## src/core/sense_pkg.sv

```systemverilog
package sense_pkg;

  // ==========================================================================
  // Register map, byte addresses on the AXI4-Lite bus
  // ==========================================================================
  localparam logic [7:0] CTRL_OFS     = 8'h00;
  localparam logic [7:0] STAT_OFS     = 8'h04;
  localparam logic [7:0] FAULT_OFS    = 8'h08;
  localparam logic [7:0] SENSE_OFS    = 8'h0c;
  localparam logic [7:0] IRQ_STAT_OFS = 8'h10;
  localparam logic [7:0] IRQ_MASK_OFS = 8'h14;

  // ==========================================================================
  // Field positions
  // ==========================================================================
  localparam int POL_LSB     = 0;  // Control: offset_polarity_bit per channel, bits 1:0.
  localparam int SAMPLED_BIT = 2;  // Control: sampled (track and hold) sensing mode.
  localparam int SEL_BIT     = 3;  // Control: channel routed to the sense output.
  localparam int CH_ON_LSB   = 0;  // Status: channel state bits OD0 and OD1.
  localparam int PREWARN_BIT = 8;  // Fault: temp_prewarn_flag at OD8.
  localparam int IRQ_PREWARN = 0;  // Interrupt: prewarning flag was set.
  localparam int IRQ_CH_LSB  = 1;  // Interrupt: channel 0 or 1 changed state.
  localparam int NUM_CH      = 2;
  localparam int NUM_IRQ     = 3;

  // ==========================================================================
  // Values after reset and bus answers
  // ==========================================================================
  localparam logic [1:0] POL_RST      = 2'h0;
  localparam logic [2:0] MASK_RST     = 3'h0;
  localparam logic [1:0] RESP_OKAY    = 2'h0;
  localparam logic [1:0] RESP_SLVERR  = 2'h2;

endpackage : sense_pkg

```

## src/core/sense_if.sv

```systemverilog
`timescale 1ns/100ps

// Carries the sense controls to the datapath and the sensed value back.
interface sense_if #(
  parameter int W = 12
);
  logic [1:0]          polarity;
  logic                sampled;
  logic                sel;
  logic [1:0]          chOn;
  logic [W-1:0]        loadVal;
  logic [W-1:0]        offsetVal;
  logic signed [W+1:0] senseVal;

  modport ctrl (output polarity, sampled, sel, chOn, loadVal, offsetVal, input senseVal);
  modport dp   (input polarity, sampled, sel, chOn, loadVal, offsetVal, output senseVal);
endinterface : sense_if

```

## src/core/sense_track_hold.sv

```systemverilog
`timescale 1ns/100ps

module sense_track_hold
  import sense_pkg::*;
#(
  parameter int W = 12
) (
  // Clock and reset.
  input wire logic clk,
  input wire logic rst_n,
  // Sense controls and result.
  sense_if.dp      sio
);

  typedef struct packed {
    logic signed [W+1:0] senseVal;
    logic                selPrev;
  } dp_state_t;

  dp_state_t s, n;

  logic                on;
  logic                pol;
  logic signed [W+1:0] loadExt;
  logic signed [W+1:0] offExt;
  logic signed [W+1:0] trackVal;

  // ==========================================================================
  // Offset sign and tracked value
  // ==========================================================================
  // The random offset term is added or subtracted by the polarity bit.
  assign on       = sio.chOn[sio.sel];
  assign pol      = sio.polarity[sio.sel];
  assign loadExt  = signed'({2'h0, sio.loadVal});
  assign offExt   = signed'({2'h0, sio.offsetVal});
  assign trackVal = pol ? (loadExt + offExt) : (loadExt - offExt);

  // Track while on; when off, hold in sampled mode, else nothing flows.
  always_comb begin
    n = s;
    n.selPrev = sio.sel;
    if (on) begin
      n.senseVal = trackVal;
    end else if (!sio.sampled || (s.selPrev != sio.sel)) begin
      // A new channel empties the hold store; its old value is lost.
      n.senseVal = '0;
    end else begin
      n.senseVal = s.senseVal;
    end
  end

  always_ff @(posedge clk) begin
    if (!rst_n) begin
      s <= '0;
    end else begin
      s <= n;
    end
  end

  assign sio.senseVal = s.senseVal;
endmodule : sense_track_hold

```

## src/core/sense_status_flags.sv

```systemverilog
`timescale 1ns/100ps

// Operation
// The sensed value carries the random offset with plus sign when the channel's polarity bit is 1 and minus sign when 0.
// In sampled mode the value at the switch-off instant is held, taken with the polarity that was active then.
// While the channel is off in sampled mode a polarity change leaves the held value untouched.
// The controller turns the channel on at least once after a polarity change before its second reading.
// In normal mode the prewarning flag sets when the ground temperature passes the threshold, and the channels stay on.
// The prewarning flag clears only on a fault register read made after the temperature fell below the threshold.
// Each channel's on/off state is reported live in status bits 0 and 1, one per channel.
// A state bit reads high when the output is above half supply and low otherwise.
module sense_status_flags
  import sense_pkg::*;
#(
  parameter int W      = 12,
  parameter int ADDR_W = 8
) (
  // Clock and reset.
  input  wire logic              clk,
  input  wire logic              rst_n,
  // AXI4-Lite write address and data.
  input  wire logic              awvalid,
  output wire logic              awready,
  input  wire logic [ADDR_W-1:0] awaddr,
  input  wire logic [2:0]        awprot,
  input  wire logic              wvalid,
  output wire logic              wready,
  input  wire logic [31:0]       wdata,
  input  wire logic [3:0]        wstrb,
  // AXI4-Lite write response.
  output wire logic              bvalid,
  input  wire logic              bready,
  output wire logic [1:0]        bresp,
  // AXI4-Lite read.
  input  wire logic              arvalid,
  output wire logic              arready,
  input  wire logic [ADDR_W-1:0] araddr,
  input  wire logic [2:0]        arprot,
  output wire logic              rvalid,
  input  wire logic              rready,
  output wire logic [31:0]       rdata,
  output wire logic [1:0]        rresp,
  // Channel control and state.
  input  wire logic [1:0]        chCmd,
  input  wire logic [1:0]        chOutHigh,
  output wire logic [1:0]        chDrive,
  // Temperature comparator and operating mode.
  input  wire logic              normalMode,
  input  wire logic              tempOver,
  // Sense inputs and result.
  input  wire logic [W-1:0]      loadVal,
  input  wire logic [W-1:0]      offsetVal,
  output wire logic [W+1:0]      senseOut,
  // Interrupt.
  output wire logic              irq
);

  // ==========================================================================
  // State
  // ==========================================================================
  typedef struct packed {
    logic              awReady;
    logic              awHave;
    logic [ADDR_W-1:0] awAddr;
    logic              wReady;
    logic              wHave;
    logic [31:0]       wData;
    logic [3:0]        wStrb;
    logic              bValid;
    logic [1:0]        bResp;
    logic              arReady;
    logic              rValid;
    logic [31:0]       rData;
    logic [1:0]        rResp;
    logic [1:0]        polarity;
    logic              sampled;
    logic              sel;
    logic              prewarn;
    logic [1:0]        chOn;
    logic [1:0]        chDrive;
    logic [2:0]        irqStat;
    logic [2:0]        irqMask;
    logic              irq;
  } state_t;

  state_t s, n;

  logic awFire;
  logic wFire;
  logic arFire;
  logic doWrite;
  logic faultRead;
  logic prewarnClr;
  logic [NUM_IRQ-1:0] evt;

  sense_if #(.W(W)) sio ();

  // ==========================================================================
  // Handshake decode
  // ==========================================================================
  // A channel moves one item when its valid meets our registered ready.
  assign awFire     = awvalid && s.awReady;
  assign wFire      = wvalid && s.wReady;
  assign arFire     = arvalid && s.arReady;
  assign doWrite    = s.awHave && s.wHave && !s.bValid;
  assign faultRead  = arFire && (araddr == FAULT_OFS);
  // A read while still hot leaves the flag standing.
  assign prewarnClr = faultRead && !tempOver;

  // Register read multiplexer; reserved bits read as zero.
  function automatic logic [31:0] readMux(input logic [ADDR_W-1:0] a, input state_t st,
                                          input logic signed [W+1:0] sv);
    logic [31:0] d;
    d = '0;
    case (a)
      CTRL_OFS: begin
        d[POL_LSB +: NUM_CH] = st.polarity;
        d[SAMPLED_BIT]       = st.sampled;
        d[SEL_BIT]           = st.sel;
      end
      STAT_OFS: begin
        d[CH_ON_LSB +: NUM_CH] = st.chOn;
      end
      FAULT_OFS: begin
        d[PREWARN_BIT] = st.prewarn;
      end
      SENSE_OFS: begin
        d = 32'(sv);
      end
      IRQ_STAT_OFS: begin
        d[NUM_IRQ-1:0] = st.irqStat;
      end
      IRQ_MASK_OFS: begin
        d[NUM_IRQ-1:0] = st.irqMask;
      end
      default: begin
        d = '0;
      end
    endcase
    return d;
  endfunction : readMux

  function automatic logic mapped(input logic [ADDR_W-1:0] a);
    return (a == CTRL_OFS) || (a == STAT_OFS) || (a == FAULT_OFS) ||
           (a == SENSE_OFS) || (a == IRQ_STAT_OFS) || (a == IRQ_MASK_OFS);
  endfunction : mapped

  // ==========================================================================
  // Next state
  // ==========================================================================
  // All register, flag and bus behaviour in one pass; event sets are
  // applied last so that they win over any clear in the same cycle.
  always_comb begin
    n = s;

    // Channel state is sampled every cycle, so it reads in real time.
    n.chOn = chOutHigh;
    // The prewarning flag never gates the channel drive.
    n.chDrive = chCmd;

    // Write path: address and data are taken in either order.
    if (doWrite) begin
      n.awHave = 1'b0;
      n.wHave  = 1'b0;
      n.bValid = 1'b1;
      n.bResp  = mapped(s.awAddr) ? RESP_OKAY : RESP_SLVERR;
      if (s.wStrb[0]) begin
        case (s.awAddr)
          CTRL_OFS: begin
            n.polarity = s.wData[POL_LSB +: NUM_CH];
            n.sampled  = s.wData[SAMPLED_BIT];
            n.sel      = s.wData[SEL_BIT];
          end
          IRQ_STAT_OFS: begin
            n.irqStat = s.irqStat & ~s.wData[NUM_IRQ-1:0];
          end
          IRQ_MASK_OFS: begin
            n.irqMask = s.wData[NUM_IRQ-1:0];
          end
          default: begin
            n.irqMask = s.irqMask;
          end
        endcase
      end
    end
    if (s.bValid && bready) begin
      n.bValid = 1'b0;
    end
    if (awFire) begin
      n.awHave = 1'b1;
      n.awAddr = awaddr;
    end
    if (wFire) begin
      n.wHave = 1'b1;
      n.wData = wdata;
      n.wStrb = wstrb;
    end
    // Only one write may be in flight; ready drops until its response leaves.
    n.awReady = !n.awHave && !n.bValid;
    n.wReady  = !n.wHave && !n.bValid;

    // Read path: one read in flight, data registered one cycle after arFire.
    if (s.rValid && rready) begin
      n.rValid = 1'b0;
    end
    if (arFire) begin
      n.rValid = 1'b1;
      n.rData  = readMux(araddr, s, sio.senseVal);
      n.rResp  = mapped(araddr) ? RESP_OKAY : RESP_SLVERR;
    end
    n.arReady = !n.rValid;

    // Prewarning flag: clear on a qualified read, then set while hot in normal mode.
    if (prewarnClr) begin
      n.prewarn = 1'b0;
    end
    if (normalMode && tempOver) begin
      n.prewarn = 1'b1;
    end

    // Sticky interrupt bits; a new event beats a write-one clear.
    evt[IRQ_PREWARN]              = n.prewarn && !s.prewarn;
    evt[IRQ_CH_LSB +: NUM_CH]     = n.chOn ^ s.chOn;
    n.irqStat = n.irqStat | evt;
    n.irq     = |(n.irqStat & n.irqMask);
  end

  // Synchronous reset puts the whole state to zero, masks included.
  always_ff @(posedge clk) begin
    if (!rst_n) begin
      s <= '0;
    end else begin
      s <= n;
    end
  end

  // ==========================================================================
  // Sense datapath
  // ==========================================================================
  assign sio.polarity  = s.polarity;
  assign sio.sampled   = s.sampled;
  assign sio.sel       = s.sel;
  assign sio.chOn      = s.chOn;
  assign sio.loadVal   = loadVal;
  assign sio.offsetVal = offsetVal;

  sense_track_hold #(.W(W)) u_sense (
    .clk   (clk),
    .rst_n (rst_n),
    .sio   (sio.dp)
  );

  // ==========================================================================
  // Outputs, each straight from a flip-flop
  // ==========================================================================
  assign awready  = s.awReady;
  assign wready   = s.wReady;
  assign bvalid   = s.bValid;
  assign bresp    = s.bResp;
  assign arready  = s.arReady;
  assign rvalid   = s.rValid;
  assign rdata    = s.rData;
  assign rresp    = s.rResp;
  assign chDrive  = s.chDrive;
  assign senseOut = sio.senseVal;
  assign irq      = s.irq;

  // Every change of a channel's state latches that channel's status bit.
  // The reset term keeps the release edge, where the state was forced, out.
  for (genvar c = 0; c < NUM_CH; c++) begin : g_ch_evt

  end
endmodule : sense_status_flags

```

## config.mk

```make
export PLATFORM = sky130hd
export DESIGN_NAME = sense_status_flags
export DESIGN_NICKNAME = d
export VERILOG_FILES = /design/src/core/sense_pkg.sv /design/src/core/sense_if.sv /design/src/core/sense_track_hold.sv /design/src/core/sense_status_flags.sv
export SDC_FILE = /design/constraint.sdc
export NUM_CORES = 1
export LEC_CHECK = 0
export BUFFER_PORTS_ARGS = -buffer_cell sky130_fd_sc_hd__buf_4
export CAP_MARGIN = 5
export CORE_ASPECT_RATIO = 1.25
export CORE_MARGIN = 5
export CORE_UTILIZATION = 30
export CTS_CLUSTER_DIAMETER = 120
export DETAILED_ROUTE_END_ITERATION = 7
export GPL_ROUTABILITY_DRIVEN = 0
export PLACE_DENSITY = 0.55
export SYNTH_ARGS = -nofsm -noshare
export SYNTH_HDL_FRONTEND = slang
export SYNTH_SLANG_ARGS = --single-unit
export TNS_END_PERCENT = 1
```

## constraint.sdc

```tcl
create_clock -name clk -period 2.8 [get_ports clk]
set_input_delay 0.56 -clock clk [delete_from_list [all_inputs] [get_ports clk]]
set_output_delay 0.56 -clock clk [all_outputs]
set_load 0.1 [all_outputs]
```

== Word level (Yosys, flattened, before mapping) ==
Index checks and enable logic that the tools add are counted.

* Register bits after elaboration: 118
* Bits in latches: 0
* Bits in writable memories: 0
* ROM bits: 0
* Output and inout bits: 58
* Logic and storage cells: 109
* Memories kept: 0

* $add $sub $neg: 2
* Multipliers: 0
* Divide/modulo/power cells: 0
* Order comparisons: 1
* Equal/unequal tests: 11
* Shift operators: 0
* Multiplexer cells: 29
* Bitwise logic cells: 5
* Reduce and logical (&&, ||, !) cells: 37

{| class="wikitable"
|+ Operators by type and width
! kind !! count
|-
| two-way mux 14 bit || 3
|-
| two-way mux 37 bit || 1
|-
| two-way mux 35 bit || 1
|-
| equality test 8 x 4 -> 1 bit (second input constant) || 4
|-
| equality test 8 x 5 -> 1 bit (second input constant) || 4
|-
| two-way mux 23 bit || 1
|-
| equality test 8 x 3 -> 1 bit (second input constant) || 2
|-
| zero test 8 bit || 2
|-
| adder 12 x 12 -> 13 bit || 1
|-
| logical AND 1 bit || 13
|-
| subtractor 12 x 12 -> 13 bit || 1
|-
| two-way mux 6 bit || 2
|-
| logical OR 1 bit || 11
|-
| two-way mux 1 bit || 10
|-
| one-hot mux 2 bit (5 select lines) || 1
|-
| two-way mux 3 bit || 3
|-
| two-way mux 9 bit || 1
|-
| zero test 1 bit || 8
|-
| AND 3 bit || 2
|-
| two-way mux 2 bit || 2
|-
| two-way mux 4 bit || 1
|-
| one-hot mux 1 bit (2 select lines) || 2
|-
| one-hot mux 1 bit (4 select lines) || 1
|-
| inverter 3 bit || 1
|-
| 7 further kinds || 7
|}

== Depth between registers and ports, before layout ==
* Word-level depth: 11
* Mapped depth: 10
* Mapped depth without buffers: 10

== Cells and area by module ==
A second synthesis with hierarchy kept.

* Cells, all modules: 505
* Area total of the unflattened synthesis: 4242.8 um2

{| class="wikitable"
|+ By module, submodules not included
! module !! times used !! cells an instance !! area each (um2) !! seq. area each (um2)
|-
| sense_status_flags || 1 || 270 || 2444.8 || 1041.0
|-
| sense_track_hold || 1 || 235 || 1798.0 || 300.3
|}

== Worst setup path after synthesis ==
No wires, ideal clock.

* Path type: input -> register
* Start: input port offsetVal[2]
* End: register u_sense.s, in the netlist u_sense.sio.senseVal[8]
* Arrival time: 2.518 ns
* Required time: 2.676 ns
* Path slack: 0.157 ns
* Stages: 10
* Path buffers: 1
* Cells stage by stage: inv_1 > ha_1 > clkbuf_1 > o21bai_1 > a2111oi_0 > a2111oi_0 > or3b_2 > o21ai_0 > xnor2_1 > o21ai_0

* Word-level cells in the longest chain between the ends: 3
* Elaborated cells between the ends (all ways): 4
* Classes of those cells: add/sub (2); mux (2)

{| class="wikitable"
|+ Ends and longest elaborated chain
! element !! line !! text
|-
| start: declaration || sense_status_flags.sv:52 || <nowiki>input wire logic [W-1:0] offsetVal,</nowiki>
|-
| subtractor 12 x 12 -> 13 bit / adder 12 x 12 -> 13 bit (equally long branches) || sense_track_hold.sv:36 || <nowiki>assign trackVal = pol ? (loadExt + offExt) : (loadExt - offExt);</nowiki>
|-
| two-way mux 14 bit * || sense_track_hold.sv:36 ||
|-
| two-way mux 14 bit * || sense_track_hold.sv:42 || <nowiki>if (on) begin</nowiki>
|-
| end signal: assignment || sense_track_hold.sv:56 || <nowiki>s <= n;</nowiki>
|-
| end: declaration || sense_track_hold.sv:20 || <nowiki>dp_state_t s, n;</nowiki>
|}

Mark *: on every way between the ends. The rest lies on a longest branch, timed or not.
A chain may end at the register's enable or synchronous reset.

== Worst setup path after layout ==
* Start: input port loadVal[0]
* End: register u_sense.s, in the netlist u_sense.sio.senseVal[8]

* Word-level cells in the longest chain between the ends: 3
* Elaborated cells between the ends (all ways): 4
* Classes of those cells: add/sub (2); mux (2)

{| class="wikitable"
|+ Ends and longest elaborated chain
! element !! line !! text
|-
| start: declaration || sense_status_flags.sv:51 || <nowiki>input wire logic [W-1:0] loadVal,</nowiki>
|-
| subtractor 12 x 12 -> 13 bit / adder 12 x 12 -> 13 bit (equally long branches) || sense_track_hold.sv:36 ||
|-
| two-way mux 14 bit * || sense_track_hold.sv:36 ||
|-
| two-way mux 14 bit * || sense_track_hold.sv:42 ||
|}

Marked as above.

==> flow_metrics.py <==
metrics = {
    "run_status": {
        "outcome": "finished, final reports clean",
    },
    "global_routing": {
        "overflow": 0,
        "grt.total_usage_pct": 12.6,
        "grt_antenna_before_repair": 0,
        "grt_pass1_wl_mm": 16.2,
        "grt_max_degree": 37,
        "grt_pass1_vias": 3272,
    },
    "hold_path": {
        "hp-class": "in2reg",
        "hp-start": "chCmd[1]",
    },
    "layout": {
        "fin_nets": 677,
        "fin_area_um2": 4940,
        "regArea_um2": 1340,
        "fin_cells": 729,
        "areaGrowthSynthToFinish_pct": 25.2,
        "post-route-util_pct": 38.7,
        "n_antenna_cell": 0,
        "multi_input_area_um2": 2040,
        "fillCellCount": 1345,
        "final_layout_size_suffix_gt1_share_pct": 26.9,
    },
    "timing": {
        "rsz0062_at_grt": "no",
        "tightest_slew_ns": 0.592,
        "finClkSkew_ns": 0.00559,
        "finalSetupTns_ns": 0,
        "final_hold_viol_count": 0,
        "final-max-slew-violation-count": 0,
        "fin_crit_sh_pct": 91.6,
        "period_needed_ns": 2.56,
        "finalSetupViolCount": 0,
        "relSlewSlack_pct": 60.4,
        "fmaxAchievable_mhz": 390,
    },
    "routing": {
        "routed_wl_mm": 9.93,
        "wl_met1_mm": 4.29,
        "postRouteAntennaNets": 0,
        "detail_route.vias_per_cell": 4.74,
        "dr.pass1.iters": 4,
        "met2_length_mm": 4.88,
        "wl_per_cell_um": 13.6,
        "drcViolationCount": 0,
        "vias": 3459,
        "drtIter0Drc": 135,
        "wl_met3_um": 604,
        "top_layer": "met4",
    },
    "worst_setup_path": {
        "crit_top_cell": "o21ai_0",
        "worstPathMaxFanout": 3,
        "cp-start-kind": "primary input",
        "critPathTopFamily": "compound AO/OA/AOI/OAI gates",
        "r2r_start": "s[94]$_SDFFE_PN0P_",
        "cp.required_ns": 3.00,
        "end_kind": "flop",
        "crit_type": "in2reg",
        "cp.arrival_ns": 2.76,
        "cp_cell_sequence": "buf_4 > ha_1 > inv_1 > fa_1 > o21bai_1 > a2111oi_1 > a2111oi_2 > or3b_2 > o21ai_0 > xnor2_1 > o21ai_0",
        "critPathMaxStageDelay_ns": 0.60,
        "crit_start": "loadVal[0]",
        "critPathBufInv": 2,
        "cpMaxStageDelayCell": "a2111oi_1",
    },
    "yosys": {
        "yosys_warnings": 0,
        "avgSynthCellArea_um2": 8.05,
        "synth_edf_count": 0,
        "synth-main-ff-cell": "dfxtp_1",
        "synth_top_area_share_pct": 34.0,
        "ys_top_cells_by_area": "dfxtp_1 34%, buf_4 9.9%, ha_1 7.6%",
        "synth_cell_types": 53,
        "synth-seq-cells": 67,
        "syn_inst": 490,
        "syn_area_um2": 3950,
        "async_flop_share_pct": 0,
        "ys_seq_area_share_pct": 34.0,
        "synth_area_leader_cell": "dfxtp_1",
    },
    "cts": {
        "numCtsBuffers": 9,
        "path_clk_slew_ns": 0.05,
        "cts_tree": "built",
        "clockBufferDepth": 2,
        "clkLatencyLatePin_ns": 0.32,
        "clock_sinks": 67,
        "clockRootBuffer": "clkbuf_16",
        "htreeDepth": 3,
    },
    "placed_design": {
        "placedCellCount": 713,
        "dp_hpwl_mm": 7.94,
        "numPortBuffers": 113,
        "postPlaceCellArea_um2": 4660,
    },
    "floorplan": {
        "die-area_um2": 15600,
        "initial_core_util_pct": 30.9,
        "die_x_um": 113,
        "core-area_um2": 12800,
        "die_h_um": 138,
        "rows": 46,
        "ios": 153,
    },
    "flow_run": {
        "max_cap_viol_count": 0,
    },
    "power_and_ir_drop": {
        "fin_total_pwr_mw": 2.56,
        "power.density_nw_per_um2": 518,
        "leakage_nw": 2.14,
        "peakVddDrop_mv": 0.384,
    },
}
flip-flops by register name (all words and copies together), names as in the netlist, 2 cells and up:
| signal | count |
|---|---|
| chDrive | 2 |
| sio.chOn | 2 |
| rdata | 14 |
| u_sense.sio.senseVal | 14 |
| sio.polarity | 2 |
| s | 22 |
final cells by class:
type,instances,area share [%]
multi-input cells,324,41.4
flip-flops and latches,67,27.2
clock buffers,14,5.34
well taps,168,4.26
repair buffers,128,19.7
clock inverters,2,0.203
inverters,26,1.98
layout by cell type, fill, tap and decap left out, types with 4 or more instances in the layout:
cell type,instances
nor2b_1,5
ha_1,24
o21ai_0,19
nor2_1,49
and2_1,7
a31oi_1,4
dfxtp_1,67
nand2_1,58
a21oi_1,42
mux2i_1,10
inv_1,25
xor2_1,4
a22oi_1,14
nand3_1,12
clkbuf_16,9
buf_4,127
nor3_1,12
xnor2_1,8
synthesized netlist by cell type, types with 10 or more instances:
| master | number |
|---|---|
| a22oi_1 | 14 |
| clkbuf_1 | 20 |
| inv_1 | 25 |
| dfxtp_1 | 67 |
| mux2i_1 | 10 |
| ha_1 | 24 |
| a21oi_1 | 42 |
| nand2_1 | 58 |
| nor2_1 | 49 |
| nand3_1 | 12 |
| buf_4 | 52 |
| o21ai_0 | 19 |
| nor3_1 | 12 |
where the power goes:
group / switching [mW] / internal, mW / leakage (nW)
registers: 0.0305 / 0.990 / 0.546
logic: 0.335 / 0.197 / 1.46
clock network: 0.364 / 0.644 / 0.137
logic make-up (layout without fill, tap and decap cells):
logic type / count (synthesis) / in the layout / synth area share (%)
AOI/OAI and AO/OA: 108 / 108 / 17.0
xor gates and xnor gates: 12 / 12 / 2.66
adders and majority gates: 26 / 26 / 8.63
buffers and inverters: 100 / 170 / 14.5
DFF: 67 / 67 / 34.0
muxes: 14 / 14 / 4.25
other: 1 / 2 / 0.0951
and+or+nand+nor: 162 / 162 / 18.8
metal layers:
metal | vias to the layer above | global-route usage, %
met5 | - | 0
met4 | 0 | 4.37
met3 | 9 | 3.10
met2 | 99 | 21.4
met1 | 1593 | 15.6
li1 | 1758 | -
metrics by stage:
step,worst slack [ns],hold WS (ns)
finish,0.236,0.449
global route,0.0272,0.441
CTS,0.0836,0.435
detailed placement,-0.247,0.443
global placement,-0.307,0.433
floorplan,0.157,0.416
path summary, 6_finish.rpt:
check	to	slack (ns)	cells past startpoint
worst max-delay path	u_sense.sio.senseVal[8]$_SDFFE_PN0P_	0.24	11
worst max register to register	irq$_SDFF_PN0_	0.26	6
worst min register to register	awready$_SDFF_PN0_	0.45	1
worst min-delay path	chDrive[1]$_SDFF_PN0_	0.45	2
what timing repair did:
item,4_1_cts,5_1_grt
resized for setup,0,3
endpoints found under the setup margin,0,3
buffers inserted,0,0
hold buffers,0,0
No activity file was read; power rests on OpenSTA's default activity.
